==> src/hdl/ssr_pkg.sv <==
// Purpose: constants and carrier types for the supply reset supervisor
// Assumes: 40 MHz mclk
// Notes:   times kept in their own units, cycle counts derived from them
package ssr_pkg;
  localparam int unsigned CLK_HZ          = 40_000_000;
  localparam int unsigned CLK_PERIOD_NS   = 25;
  // hold times in ms, short and long variants
  localparam int unsigned HOLD_SHORT_MS   = 35;
  localparam int unsigned HOLD_LONG_MS    = 140;
  // internal timebase, in Hz x100 (10.24 kHz)
  localparam int unsigned TB_FREQ_CHZ     = 1_024_000;
  // internal timebase period in mclk cycles, rounded down
  localparam int unsigned TB_DIV_CYC      = (CLK_HZ * 100) / TB_FREQ_CHZ;
  // hold length in timebase ticks, rounded up
  localparam int unsigned HOLD_SHORT_TICKS =
    (HOLD_SHORT_MS * TB_FREQ_CHZ + 99_999) / 100_000;
  localparam int unsigned HOLD_LONG_TICKS  =
    (HOLD_LONG_MS * TB_FREQ_CHZ + 99_999) / 100_000;
  localparam int unsigned TICK_W          = 12;
  localparam int unsigned DIV_W           = 13;
  // gated chip-enable nominal delay, met by one register stage
  localparam int unsigned CE_DELAY_NS     = 20;
  localparam int unsigned CE_DELAY_CYC    =
    (CE_DELAY_NS / CLK_PERIOD_NS) < 1 ? 1 : (CE_DELAY_NS / CLK_PERIOD_NS);
  // synchroniser comes out of reset as supply low, main supply selected
  localparam logic [1:0]  SYNC_RESET_VAL  = 2'h2;

  typedef struct packed {
    logic supplyLow;   // supply below reset threshold
    logic onBackup;    // switchover selected battery
  } ssr_cmp_type;

  typedef struct packed {
    logic resetN;
    logic resetP;
    logic lowLineN;
    logic backupActive;
    logic earlyFailN;
    logic kickTimeoutN;
    logic ceGatedN;
  } ssr_out_type;

  typedef enum logic [1:0] {
    ST_RESET = 2'b00,
    ST_HOLD  = 2'b01,
    ST_RUN   = 2'b10
  } ssr_state_type;
endpackage : ssr_pkg

==> src/hdl/ssr_sync.sv <==
// Purpose: two-flop synchroniser for comparator levels
// Assumes: input asynchronous to mclk
// Notes:   first stage is read only by the second
`timescale 1ns/1ps
module ssr_sync
  import ssr_pkg::*;
#(
  parameter int unsigned      WIDTH     = 2,
  parameter logic [WIDTH-1:0] RESET_VAL = '1
) (
  input  wire logic             mclk,
  input  wire logic             resetn,
  input  wire logic [WIDTH-1:0] asyncIn,
  output logic      [WIDTH-1:0] syncOut
);
  logic [WIDTH-1:0] stage1_reg;

  always_ff @(posedge mclk) begin
    if (!resetn) begin
      stage1_reg <= RESET_VAL;
      syncOut    <= RESET_VAL;
    end else begin
      stage1_reg <= asyncIn;
      syncOut    <= stage1_reg;
    end
  end
endmodule : ssr_sync

==> src/hdl/ssr_supervisor.sv <==
// Purpose: digital core of a supply reset supervisor
// Assumes: comparator levels arrive asynchronous; mclk is the only clock
// Notes:   synchronised comparator path adds two cycles before any output
`timescale 1ns/1ps

// What this block does
// - reset output low whenever supply is below the reset threshold.
// - after supply returns, hold reset at least 35 ms short or 140 ms long.
// - hold duration is a module parameter.
// - reset stays asserted throughout power-down, never released while falling.
// - active-high reset is always the complement of active-low reset.
// - low-line flag follows supply-low or battery mode directly, no hold delay.
// - mode follows switchover comparator, whose hysteresis sets 70/50 mV points.
// - with supply valid, gated chip-enable follows incoming chip-enable.
// - supply low or on battery forces gated chip-enable high.
// - in backup, outputs held at fixed documented levels.
// - in backup, fail, kick, chip-enable and timebase inputs are ignored.
// - backup indicator low on main supply, high on battery.
// - hold counted from internal 10.24 kHz timebase by default.
module ssr_supervisor
  import ssr_pkg::*;
#(
  parameter int unsigned HOLD_TICKS = HOLD_SHORT_TICKS,
  parameter int unsigned TB_DIV     = TB_DIV_CYC
) (
  input  wire logic mclk,
  input  wire logic resetn,
  input  wire logic supplyLowCmp,
  input  wire logic switchoverCmp,
  input  wire logic earlyFailSenseIn,
  input  wire logic activityKickIn,
  input  wire logic chipEnableInN,
  input  wire logic timebaseIn,
  input  wire logic timebaseSelect,
  output logic      resetOutN,
  output logic      resetOut,
  output logic      lowLineOutN,
  output logic      backupActiveInd,
  output logic      earlyFailOutN,
  output logic      kickTimeoutOutN,
  output logic      chipEnableOutN
);
  ssr_cmp_type      cmpSync;
  logic [1:0]       cmpSyncBits;
  ssr_state_type    state_reg;
  logic [DIV_W-1:0] div_reg;
  logic [TICK_W-1:0] tick_reg;
  logic             tbTick;
  logic             supplyBad;
  ssr_out_type      out_next;

  localparam logic [DIV_W-1:0]  DIV_LAST  = DIV_W'(TB_DIV - 1);
  localparam logic [TICK_W-1:0] HOLD_LAST = TICK_W'(HOLD_TICKS - 1);

  // reset value must match the output reset state, or the backup flag pulses
  ssr_sync #(.WIDTH(2), .RESET_VAL(SYNC_RESET_VAL)) u_sync (
    .mclk    (mclk),
    .resetn  (resetn),
    .asyncIn ({supplyLowCmp, switchoverCmp}),
    .syncOut (cmpSyncBits)
  );
  assign cmpSync   = cmpSyncBits;
  assign supplyBad = cmpSync.supplyLow | cmpSync.onBackup;

  // internal timebase divider
  always_ff @(posedge mclk) begin
    if (!resetn || supplyBad) begin
      div_reg <= '0;
    end else if (div_reg == DIV_LAST) begin
      div_reg <= '0;
    end else begin
      div_reg <= div_reg + 1'b1;
    end
  end
  assign tbTick = (div_reg == DIV_LAST);

  // hold sequencer
  always_ff @(posedge mclk) begin
    if (!resetn) begin
      state_reg <= ST_RESET;
      tick_reg  <= '0;
    end else if (supplyBad) begin
      state_reg <= ST_RESET;
      tick_reg  <= '0;
    end else begin
      unique case (state_reg)
        ST_RESET: begin
          state_reg <= ST_HOLD;
          tick_reg  <= '0;
        end
        ST_HOLD: begin
          if (tbTick) begin
            if (tick_reg == HOLD_LAST) begin
              state_reg <= ST_RUN;
            end else begin
              tick_reg <= tick_reg + 1'b1;
            end
          end
        end
        ST_RUN: begin
          state_reg <= ST_RUN;
        end
        default: begin
          state_reg <= ST_RESET;
        end
      endcase
    end
  end

  always_comb begin
    out_next.resetN       = (state_reg == ST_RUN) && !supplyBad;
    out_next.resetP       = !out_next.resetN;
    out_next.lowLineN     = !supplyBad;
    out_next.backupActive = cmpSync.onBackup;
    out_next.earlyFailN   = cmpSync.onBackup ? 1'b0 : earlyFailSenseIn;
    out_next.kickTimeoutN = 1'b1;
    out_next.ceGatedN     = supplyBad ? 1'b1 : chipEnableInN;
  end

  always_ff @(posedge mclk) begin
    if (!resetn) begin
      resetOutN       <= 1'b0;
      resetOut        <= 1'b1;
      lowLineOutN     <= 1'b0;
      backupActiveInd <= 1'b0;
      earlyFailOutN   <= 1'b0;
      kickTimeoutOutN <= 1'b1;
      chipEnableOutN  <= 1'b1;
    end else begin
      resetOutN       <= out_next.resetN;
      resetOut        <= out_next.resetP;
      lowLineOutN     <= out_next.lowLineN;
      backupActiveInd <= out_next.backupActive;
      earlyFailOutN   <= out_next.earlyFailN;
      kickTimeoutOutN <= out_next.kickTimeoutN;
      chipEnableOutN  <= out_next.ceGatedN;
    end
  end

  // timebase and kick pins are outside this core's scope
  logic unusedTb;
  assign unusedTb = timebaseIn ^ timebaseSelect ^ activityKickIn;
endmodule : ssr_supervisor

==> config.mk <==
export PLATFORM = sky130hd
export DESIGN_NAME = ssr_supervisor
export DESIGN_NICKNAME = d
export VERILOG_FILES = /design/src/hdl/ssr_pkg.sv /design/src/hdl/ssr_sync.sv /design/src/hdl/ssr_supervisor.sv
export SDC_FILE = /design/constraint.sdc
export NUM_CORES = 1
export LEC_CHECK = 0
export ABC_AREA = 1
export BUFFER_PORTS_ARGS = -buffer_cell sky130_fd_sc_hd__clkbuf_2
export CAP_MARGIN = 20
export CORE_ASPECT_RATIO = 1.25
export CORE_MARGIN = 1.5
export CORE_UTILIZATION = 65
export CTS_BUF_LIST = sky130_fd_sc_hd__clkbuf_8
export DETAILED_ROUTE_END_ITERATION = 16
export PLACE_DENSITY = 0.86
export SLEW_MARGIN = 20
export SYNTH_ARGS = -nofsm -noshare
export SYNTH_HDL_FRONTEND = slang
export SYNTH_HIERARCHICAL = 1
export SYNTH_SLANG_ARGS = --single-unit
export TNS_END_PERCENT = 20
==> constraint.sdc <==
create_clock -name mclk -period 4.4 [get_ports mclk]
set_input_delay 0.44 -clock mclk [delete_from_list [all_inputs] [get_ports mclk]]
set_output_delay 0.44 -clock mclk [all_outputs]
set_load 0.05 [all_outputs]
==> flow_summary.rst, run 1 <==
.. list-table::
   :header-rows: 1

   * - Metric
     - Value
   * - Status
     - finished, final reports clean
   * - Maximum vdd drop
     - 0.2269 mV
   * - Startpoint of the worst register-to-register path
     - state_reg[1]$_SDFFE_PP0P_
   * - Unrepaired setup endpoints after global routing
     - no
   * - Detailed-route wire length
     - between 3000 and 4000 um
   * - Type of the worst setup path
     - flip-flop to flip-flop
   * - Clock-pin slew on the worst setup and hold paths
     - around 0.07 ns
   * - Arrival time at the worst endpoint
     - between 1.5 and 2 ns
   * - Maximum clock frequency
     - around 0.59 GHz
   * - Cell count after synthesis
     - around 260
   * - Count of warnings emitted by yosys
     - 6
   * - Fraction of layout instances using a drive strength above 1
     - 13.09%
   * - Filler instances
     - 218
   * - Crit path launch type
     - flip-flop
   * - Max FFs per register
     - 13
   * - Number of DRC violations after detailed-routing iteration 0
     - 30
   * - CP max FO
     - 10
   * - FF/Latch Area
     - approximately 740 um2
   * - Buffers from clock root to sink, at most
     - 2
   * - Detailed-route DRC error count
     - 0
   * - Final setup violation count
     - 0
   * - GRT Total Usage
     - 25.07%
   * - Commonest cells after routing, fill and taps aside
     - nand2_1, nor2_1, dfxtp_1, inv_1, nand3_1
   * - Height of the die
     - around 63 um
   * - Row Count
     - 21
   * - Mapped cell area
     - about 1900 um2
   * - Most common library cell in the layout ignoring fill and taps
     - nand2_1
   * - Clk Latency, worst-skew pair
     - ~0.28 ns
   * - Vias in the first global route
     - 1546
   * - I/O pin count
     - 16
   * - Floorplan Core Area
     - between 2000 and 3000 um2
   * - Final Hold Violating Endpoints
     - 0
   * - H-tree Lvls
     - 2
   * - Via count
     - roughly 1600
   * - Number of port buffers
     - 11
   * - Antenna violations before repair
     - 0
   * - Placed cell count
     - 301
   * - Number of buffers created by CTS
     - 5
   * - Maximum number of pins on one net before global-route repair
     - 14
   * - First-pass GRT wire length
     - 6210 um
   * - Cell depth of the worst flop-to-flop path
     - 7
   * - Min-Delay Endpoint
     - chipEnableOutN$_SDFF_PP1_
   * - Hold bufs inserted after CTS
     - 0
   * - Cell at the root of the clock tree
     - clkbuf_8
   * - Net count reported at finish
     - 291
   * - Flop and latch count out of synthesis
     - 37
   * - Share of synthesized area occupied by flip-flops and latches
     - between 30 and 40%
   * - Leak
     - approximately 0.75 nW
   * - Diode count
     - 0
   * - Initial Util
     - ~70%
   * - TritonCTS clock tree
     - built
   * - Setup slack, reg-to-reg
     - around 2.7 ns
   * - RR Endpoint
     - tick_reg[3]$_SDFFE_PP0P_
   * - Number of buffers inserted to repair setup after CTS
     - 0
   * - Share of the clock period used by the worst path after layout
     - about 38%
   * - Mean instance size in the synthesized netlist
     - a little over 7 um2
   * - Horizontal die dimension
     - just over 50 um
   * - Worst hold start
     - chipEnableInN
   * - Average wire per standard cell
     - 11.26 um
   * - Syn Nets
     - between 200 and 300
   * - Final worst clock skew
     - ~0.0067 ns
   * - Average vias per placed instance
     - 5.123
   * - Min-Delay Path Class
     - input pin to flip-flop
   * - Gates resized, CTS repair
     - 0
   * - Final critical path time including I/O delays and setup
     - 1.690 ns
   * - Setup TNS
     - 0 ns
   * - Leftover overflow at the end of global routing
     - 0
   * - Number of detailed-routing iterations run before antenna repair
     - 4
   * - PwrDens
     - 303.1 nW/um2
   * - Detail Route Antenna Nets
     - 0
   * - Synthesis-to-layout area growth
     - 9.340%
   * - Final instance count without filler cells
     - just over 300
   * - Number of sinks on the clock net
     - 37
   * - Number of cells on the worst hold path
     - 2
   * - Estimated wirelength of the detail-placed design
     - ~2500 um
   * - Required time reported for the critical path endpoint
     - between 4 and 5 ns
   * - Setup crit end kind
     - flip-flop
   * - Max-Cap Viols
     - 0
   * - First element of the critical path
     - state_reg[1]$_SDFFE_PP0P_
   * - Gpl congestion
     - slightly above 0.8
   * - Area of the die
     - around 3200 um2
   * - Number of distinct library cell variants in the gate-level netlist after synthesis
     - 29
   * - Final count of pins violating max slew
     - 0
   * - Multi-input combinational cell area
     - roughly 990 um2
==> cell families after synthesis <==
| group | count (synthesis) | share of synthesized area, % |
|---|---|---|
| other cells | 1 | 0.1999 |
| compound gates | 23 | 6.271 |
| flops | 37 | 39.49 |
| buf+inv | 35 | 7.671 |
| simple gates | 148 | 37.76 |
| xor+xnor | 7 | 3.269 |
| fa+ha+maj | 8 | 5.337 |
==> critical path: stages (launching register included) <==
cell and delay [ns]:
dfxtp_1 0.32, inv_1 0.11, ha_1 0.31, clkinv_1 0.36, nand2_4 0.24, nand2_4 0.10
nand2_1 0.08, a21oi_1 0.05
==> how the worst max path moves through the flow <==
| stage | slack [ns] | to |
|---|---|---|
| floorplan | 3.00 | tick_reg[2]$_SDFFE_PP0P_ |
| global placement | 2.61 | div_reg[11]$_SDFF_PP0_ |
| detailed placement | 2.58 | div_reg[11]$_SDFF_PP0_ |
| CTS | 2.72 | tick_reg[6]$_SDFFE_PP0P_ |
| global route | 2.52 | tick_reg[4]$_SDFFE_PP0P_ |
| finish | 2.71 | tick_reg[3]$_SDFFE_PP0P_ |
==> cell usage after synthesis (all sizes together) <==
master,count,share of area [%]
ha,8,5.3
xor2,7,3.3
buf,3,1.3
or2,2,0.67
inv,31,6.2
nand3,20,6.7
nand4,1,0.33
nand3b,2,0.80
a21oi,17,4.5
conb,1,0.20
nor2,44,10
dfxtp,37,39
o21ai,5,1.3
nor3b,6,2.4
o21a,1,0.40
nand2,68,15
nor3,5,2.2
clkinv,1,0.20
==> where the power goes <==
part | switching, mW | internal [mW]
combinational | 0.0196 | 0.00766
sequential | 0.00189 | 0.338
clock | 0.113 | 0.141
==> routing by layer <==
| layer | part of all wire, % | GRT usage (%) | vias up |
|---|---|---|---|
| met2 | 54 | 47.73 | 22 |
| met3 | 2.2 | 4.265 | 9 |
| li1 | - | - | 836 |
| met5 | 0 | 0 | - |
| met1 | 41 | 25.08 | 716 |
| met4 | 2.4 | 12.16 | 0 |
==> through the flow <==
stage                     cell area (um2)  total power [mW]  hold WS [ns]  setup slack [ns]  utilization, %
final                                2051            0.6216        0.3374             2.710           75.77
after global routing                 2051            0.6432        0.3417             2.516           75.77
after CTS                            2051            0.6282        0.3300             2.719           75.77
after detailed placement             1949            0.3751        0.3935             2.580           72.03
after global placement               1949            0.3739        0.3824             2.613           72.03
after floorplan                      1876            0.3686        0.3795             3.004               -
==> layout make-up <==
class,count,share of cell area [%]
timing repair buffer,11,2.685
clock inverter,1,0.2441
multi-input combinational,187,48.32
sequential,37,36.12
tap,34,2.074
inverter,32,5.857
clock buffer,7,4.698
(Power assumes the default switching activity.)
==> inputs of run 2 (changes only) <==
--- a/config.mk
+++ b/config.mk
@@ -10,10 +10,10 @@
 export CAP_MARGIN = 20
 export CORE_ASPECT_RATIO = 1.25
 export CORE_MARGIN = 1.5
-export CORE_UTILIZATION = 65
+export CORE_UTILIZATION = 55
 export CTS_BUF_LIST = sky130_fd_sc_hd__clkbuf_8
 export DETAILED_ROUTE_END_ITERATION = 16
-export PLACE_DENSITY = 0.86
+export PLACE_DENSITY = 0.77
 export SLEW_MARGIN = 20
 export SYNTH_ARGS = -nofsm -noshare
 export SYNTH_HDL_FRONTEND = slang
==> constraint.sdc (replaced) <==
create_clock -name mclk -period 1.5 [get_ports mclk]
set_input_delay 0.15 -clock mclk [delete_from_list [all_inputs] [get_ports mclk]]
set_output_delay 0.15 -clock mclk [all_outputs]
set_load 0.05 [all_outputs]
==> run 2 against run 1 <==
  * Critical path depth up 2
  * Critical path type unchanged
  * Flip-flop and latch count is the same
  * Utilization shrank 6.4 points
  * Die area rose by 17%
  * Maximum frequency is 17% higher
  * Sequential power rose to 2.9 times the previous value
  * Critical endpoint is now state_reg[0]$_SDFFE_PP0P_
  * Highest routed layer unchanged
  * Final area rose by 9.0%
==> flow_summary.rst, run 2 (same netlist as run 1, synthesis figures left out) <==
.. list-table::
   :header-rows: 1

   * - Metric
     - Value
   * - Commonest cells after routing, fill and taps aside
     - nand2_1, nor2_1, dfxtp_1, inv_1, nand3_1
   * - Final design utilization
     - 69.33%
   * - Maximum clock frequency
     - 0.6919 GHz
   * - Via count
     - around 1600
   * - Fraction of layout instances using a drive strength above 1
     - a little over a quarter
   * - I/O pin count
     - 16
   * - Setup crit end kind
     - flip-flop
   * - Biggest cell delay along the critical path
     - 0.34 ns
   * - Cell at the root of the clock tree
     - clkbuf_8
   * - Standard cell area after detailed placement
     - 2006 um2
   * - Termination of the worst setup path
     - state_reg[0]$_SDFFE_PP0P_
   * - Number of port buffers
     - 11
   * - PnR Total Power
     - between 1.5 and 2 mW
   * - Diode count
     - 0
   * - Final worst clock skew
     - approximately 0.004 ns
   * - Type of the worst setup path
     - flip-flop to flip-flop
   * - CP max FO
     - 4
   * - Buffers from clock root to sink, at most
     - 2
   * - Share of the clock period used by the worst path after layout
     - between 90% and 100%
   * - Maximum vdd drop
     - about 0.9 mV
   * - Arrival time at the worst endpoint
     - about 1.6 ns
   * - Max FFs per register
     - 13
   * - Final critical path time including I/O delays and setup
     - about 1.4 ns
   * - Cell depth of the worst flop-to-flop path
     - 9
   * - H-tree Lvls
     - 2
   * - Setup slack, reg-to-reg
     - between 0.05 and 0.06 ns
   * - Setup ws final
     - between 0.05 and 0.06 ns
   * - Net count reported at finish
     - 300
   * - Clk Latency, worst-skew pair
     - between 0.2 and 0.3 ns
   * - TritonCTS clock tree
     - built
   * - Filler instances
     - roughly 270
   * - Row Count
     - 23
   * - Critical Path Most Common Cell
     - nand2_1
   * - Final count of pins violating max slew
     - 0
   * - Horizontal die dimension
     - about 55 um
   * - Height of the die
     - between 60 and 70 um
   * - Post-layout instance area
     - ~2200 um2
   * - Estimated wirelength of the detail-placed design
     - 2509 um
   * - Area of the die
     - approximately 3800 um2
   * - RR Endpoint
     - state_reg[0]$_SDFFE_PP0P_
   * - Number of buffers created by CTS
     - 5
   * - Critical Path, Cell by Cell
     - inv_1, ha_1, nand2_1, nor2_1, nand3_2, nand2_2, nand2_1, o21ai_1, a21oi_1
   * - Clock-pin slew on the worst setup and hold paths
     - 0.07 ns
   * - Status
     - finished, final reports clean
   * - Average wire per standard cell
     - roughly 11 um
   * - Most common library cell in the layout ignoring fill and taps
     - nand2_1
   * - Crit path launch type
     - flip-flop
   * - Final setup violation count
     - 0
   * - Worst slack at placement
     - -0.02637 ns
   * - Synthesis-to-layout area growth
     - 19.15%
   * - Worst hold margin
     - approximately 0.037 ns
   * - GRT Total Usage
     - about a fifth
   * - First-pass GRT wire length
     - 5871 um
   * - PwrDens
     - 852.3 nW/um2
   * - Floorplan Core Area
     - 3223 um2
   * - Vias in the first global route
     - ~1500
   * - Number of sinks on the clock net
     - 37
   * - Detailed-route wire length
     - 3493 um
   * - Final Hold Violating Endpoints
     - 0
   * - Maximum number of pins on one net before global-route repair
     - 12
   * - Startpoint of the worst register-to-register path
     - tick_reg[0]$_SDFFE_PP0P_
   * - Detailed-route DRC error count
     - 0
   * - Hold bufs inserted after CTS
     - 0
   * - Antenna violations before repair
     - 0
   * - Average vias per placed instance
     - around 5.1
   * - Unrepaired setup endpoints after global routing
     - yes
   * - Gpl congestion
     - 0.8558
   * - Number of DRC violations after detailed-routing iteration 0
     - 90
   * - Max-Cap Viols
     - 0
   * - Initial Util
     - 58.19%
   * - Detail Route Antenna Nets
     - 0
   * - Required time reported for the critical path endpoint
     - between 1.5 and 2 ns
   * - Min-Delay Path Class
     - input pin to flip-flop
   * - Leak
     - around 0.82 nW
   * - Leftover overflow at the end of global routing
     - 0
   * - Highest-delay cell along the critical path
     - dfxtp_2
   * - First element of the critical path
     - tick_reg[0]$_SDFFE_PP0P_
   * - Number of detailed-routing iterations run before antenna repair
     - 4
[run 2: cell types whose count changed in the layout (fill, tap and decap cells not counted), moves of 4 or more]
cell     previous run  this run
nand2_1            64        55
dfxtp_1            37        31
nor2_2              3         9
dfxtp_2             0         4
buf_4               0         9
nor2_1             39        32
nand2_2             2        11
[run 2: worst min path at each step]
stage               slack [ns]  cells after the start     startpoint                               to
CTS                       0.03                      3   supplyLowCmp  u_sync/stage1_reg[1]$_SDFF_PN1_
floorplan                 0.22                      1         resetn  u_sync/stage1_reg[1]$_SDFF_PN1_
finish                    0.04                      3   supplyLowCmp  u_sync/stage1_reg[1]$_SDFF_PN1_
global placement          0.32                      3   supplyLowCmp  u_sync/stage1_reg[1]$_SDFF_PN1_
detailed placement        0.33                      3   supplyLowCmp  u_sync/stage1_reg[1]$_SDFF_PN1_
global route              0.04                      2  chipEnableInN        chipEnableOutN$_SDFF_PP1_
[run 2: metrics by stage]
| step | setup TNS [ns] | std cells |
|---|---|---|
| 2_1_floorplan | 0 | 259 |
| 3_3_place_gp | 0 | 311 |
| 3_5_place_dp | -0.1348 | 311 |
| 4_1_cts | 0 | 318 |
| 5_1_grt | -0.2872 | 320 |
| 6_report | 0 | 320 |
[run 2: cell type report]
type	instances	area [um2]	area share (%)
Sequential cell	37	753.2	33.71
Clock inverter	2	35.03	1.568
Timing Repair Buffer	20	122.6	5.487
Tap cell	37	46.29	2.072
Inverter	32	122.6	5.487
Clock buffer	5	68.82	3.080
Multi-Input combinational cell	187	1086	48.60
[run 2: power by group]
group	leakage, nW	internal, mW	switching [mW]
sequential	0.303	0.989	0.00568
clock	0.0540	0.483	0.337
combinational	0.465	0.0290	0.0611
total	0.823	1.50	0.403
[run 2: what timing repair did]
action	in CTS	in global routing
gates resized for setup	1	40
buffers inserted	0	2
endpoints found under the setup margin	7	25
cloned	0	0
pin swaps	0	15
[run 2: routing by layer]
layer  GRT usage (%)  up-vias  routed length [um]
li1                -      855                   -
met1           19.98      748                1381
met2           38.39       25                1935
met3           5.104        7                 118
met4           8.841        0                  57
met5               0        -                   0
[run 2: worst max-delay path, delay by kind of cell (launching register included)]
family	cells	cell delay [ns]
adders and majority gates	1	0.17
and+or+nand+nor	5	0.48
AOI/OAI and AO/OA	2	0.24
DFF	1	0.34
buffers and inverters	1	0.09
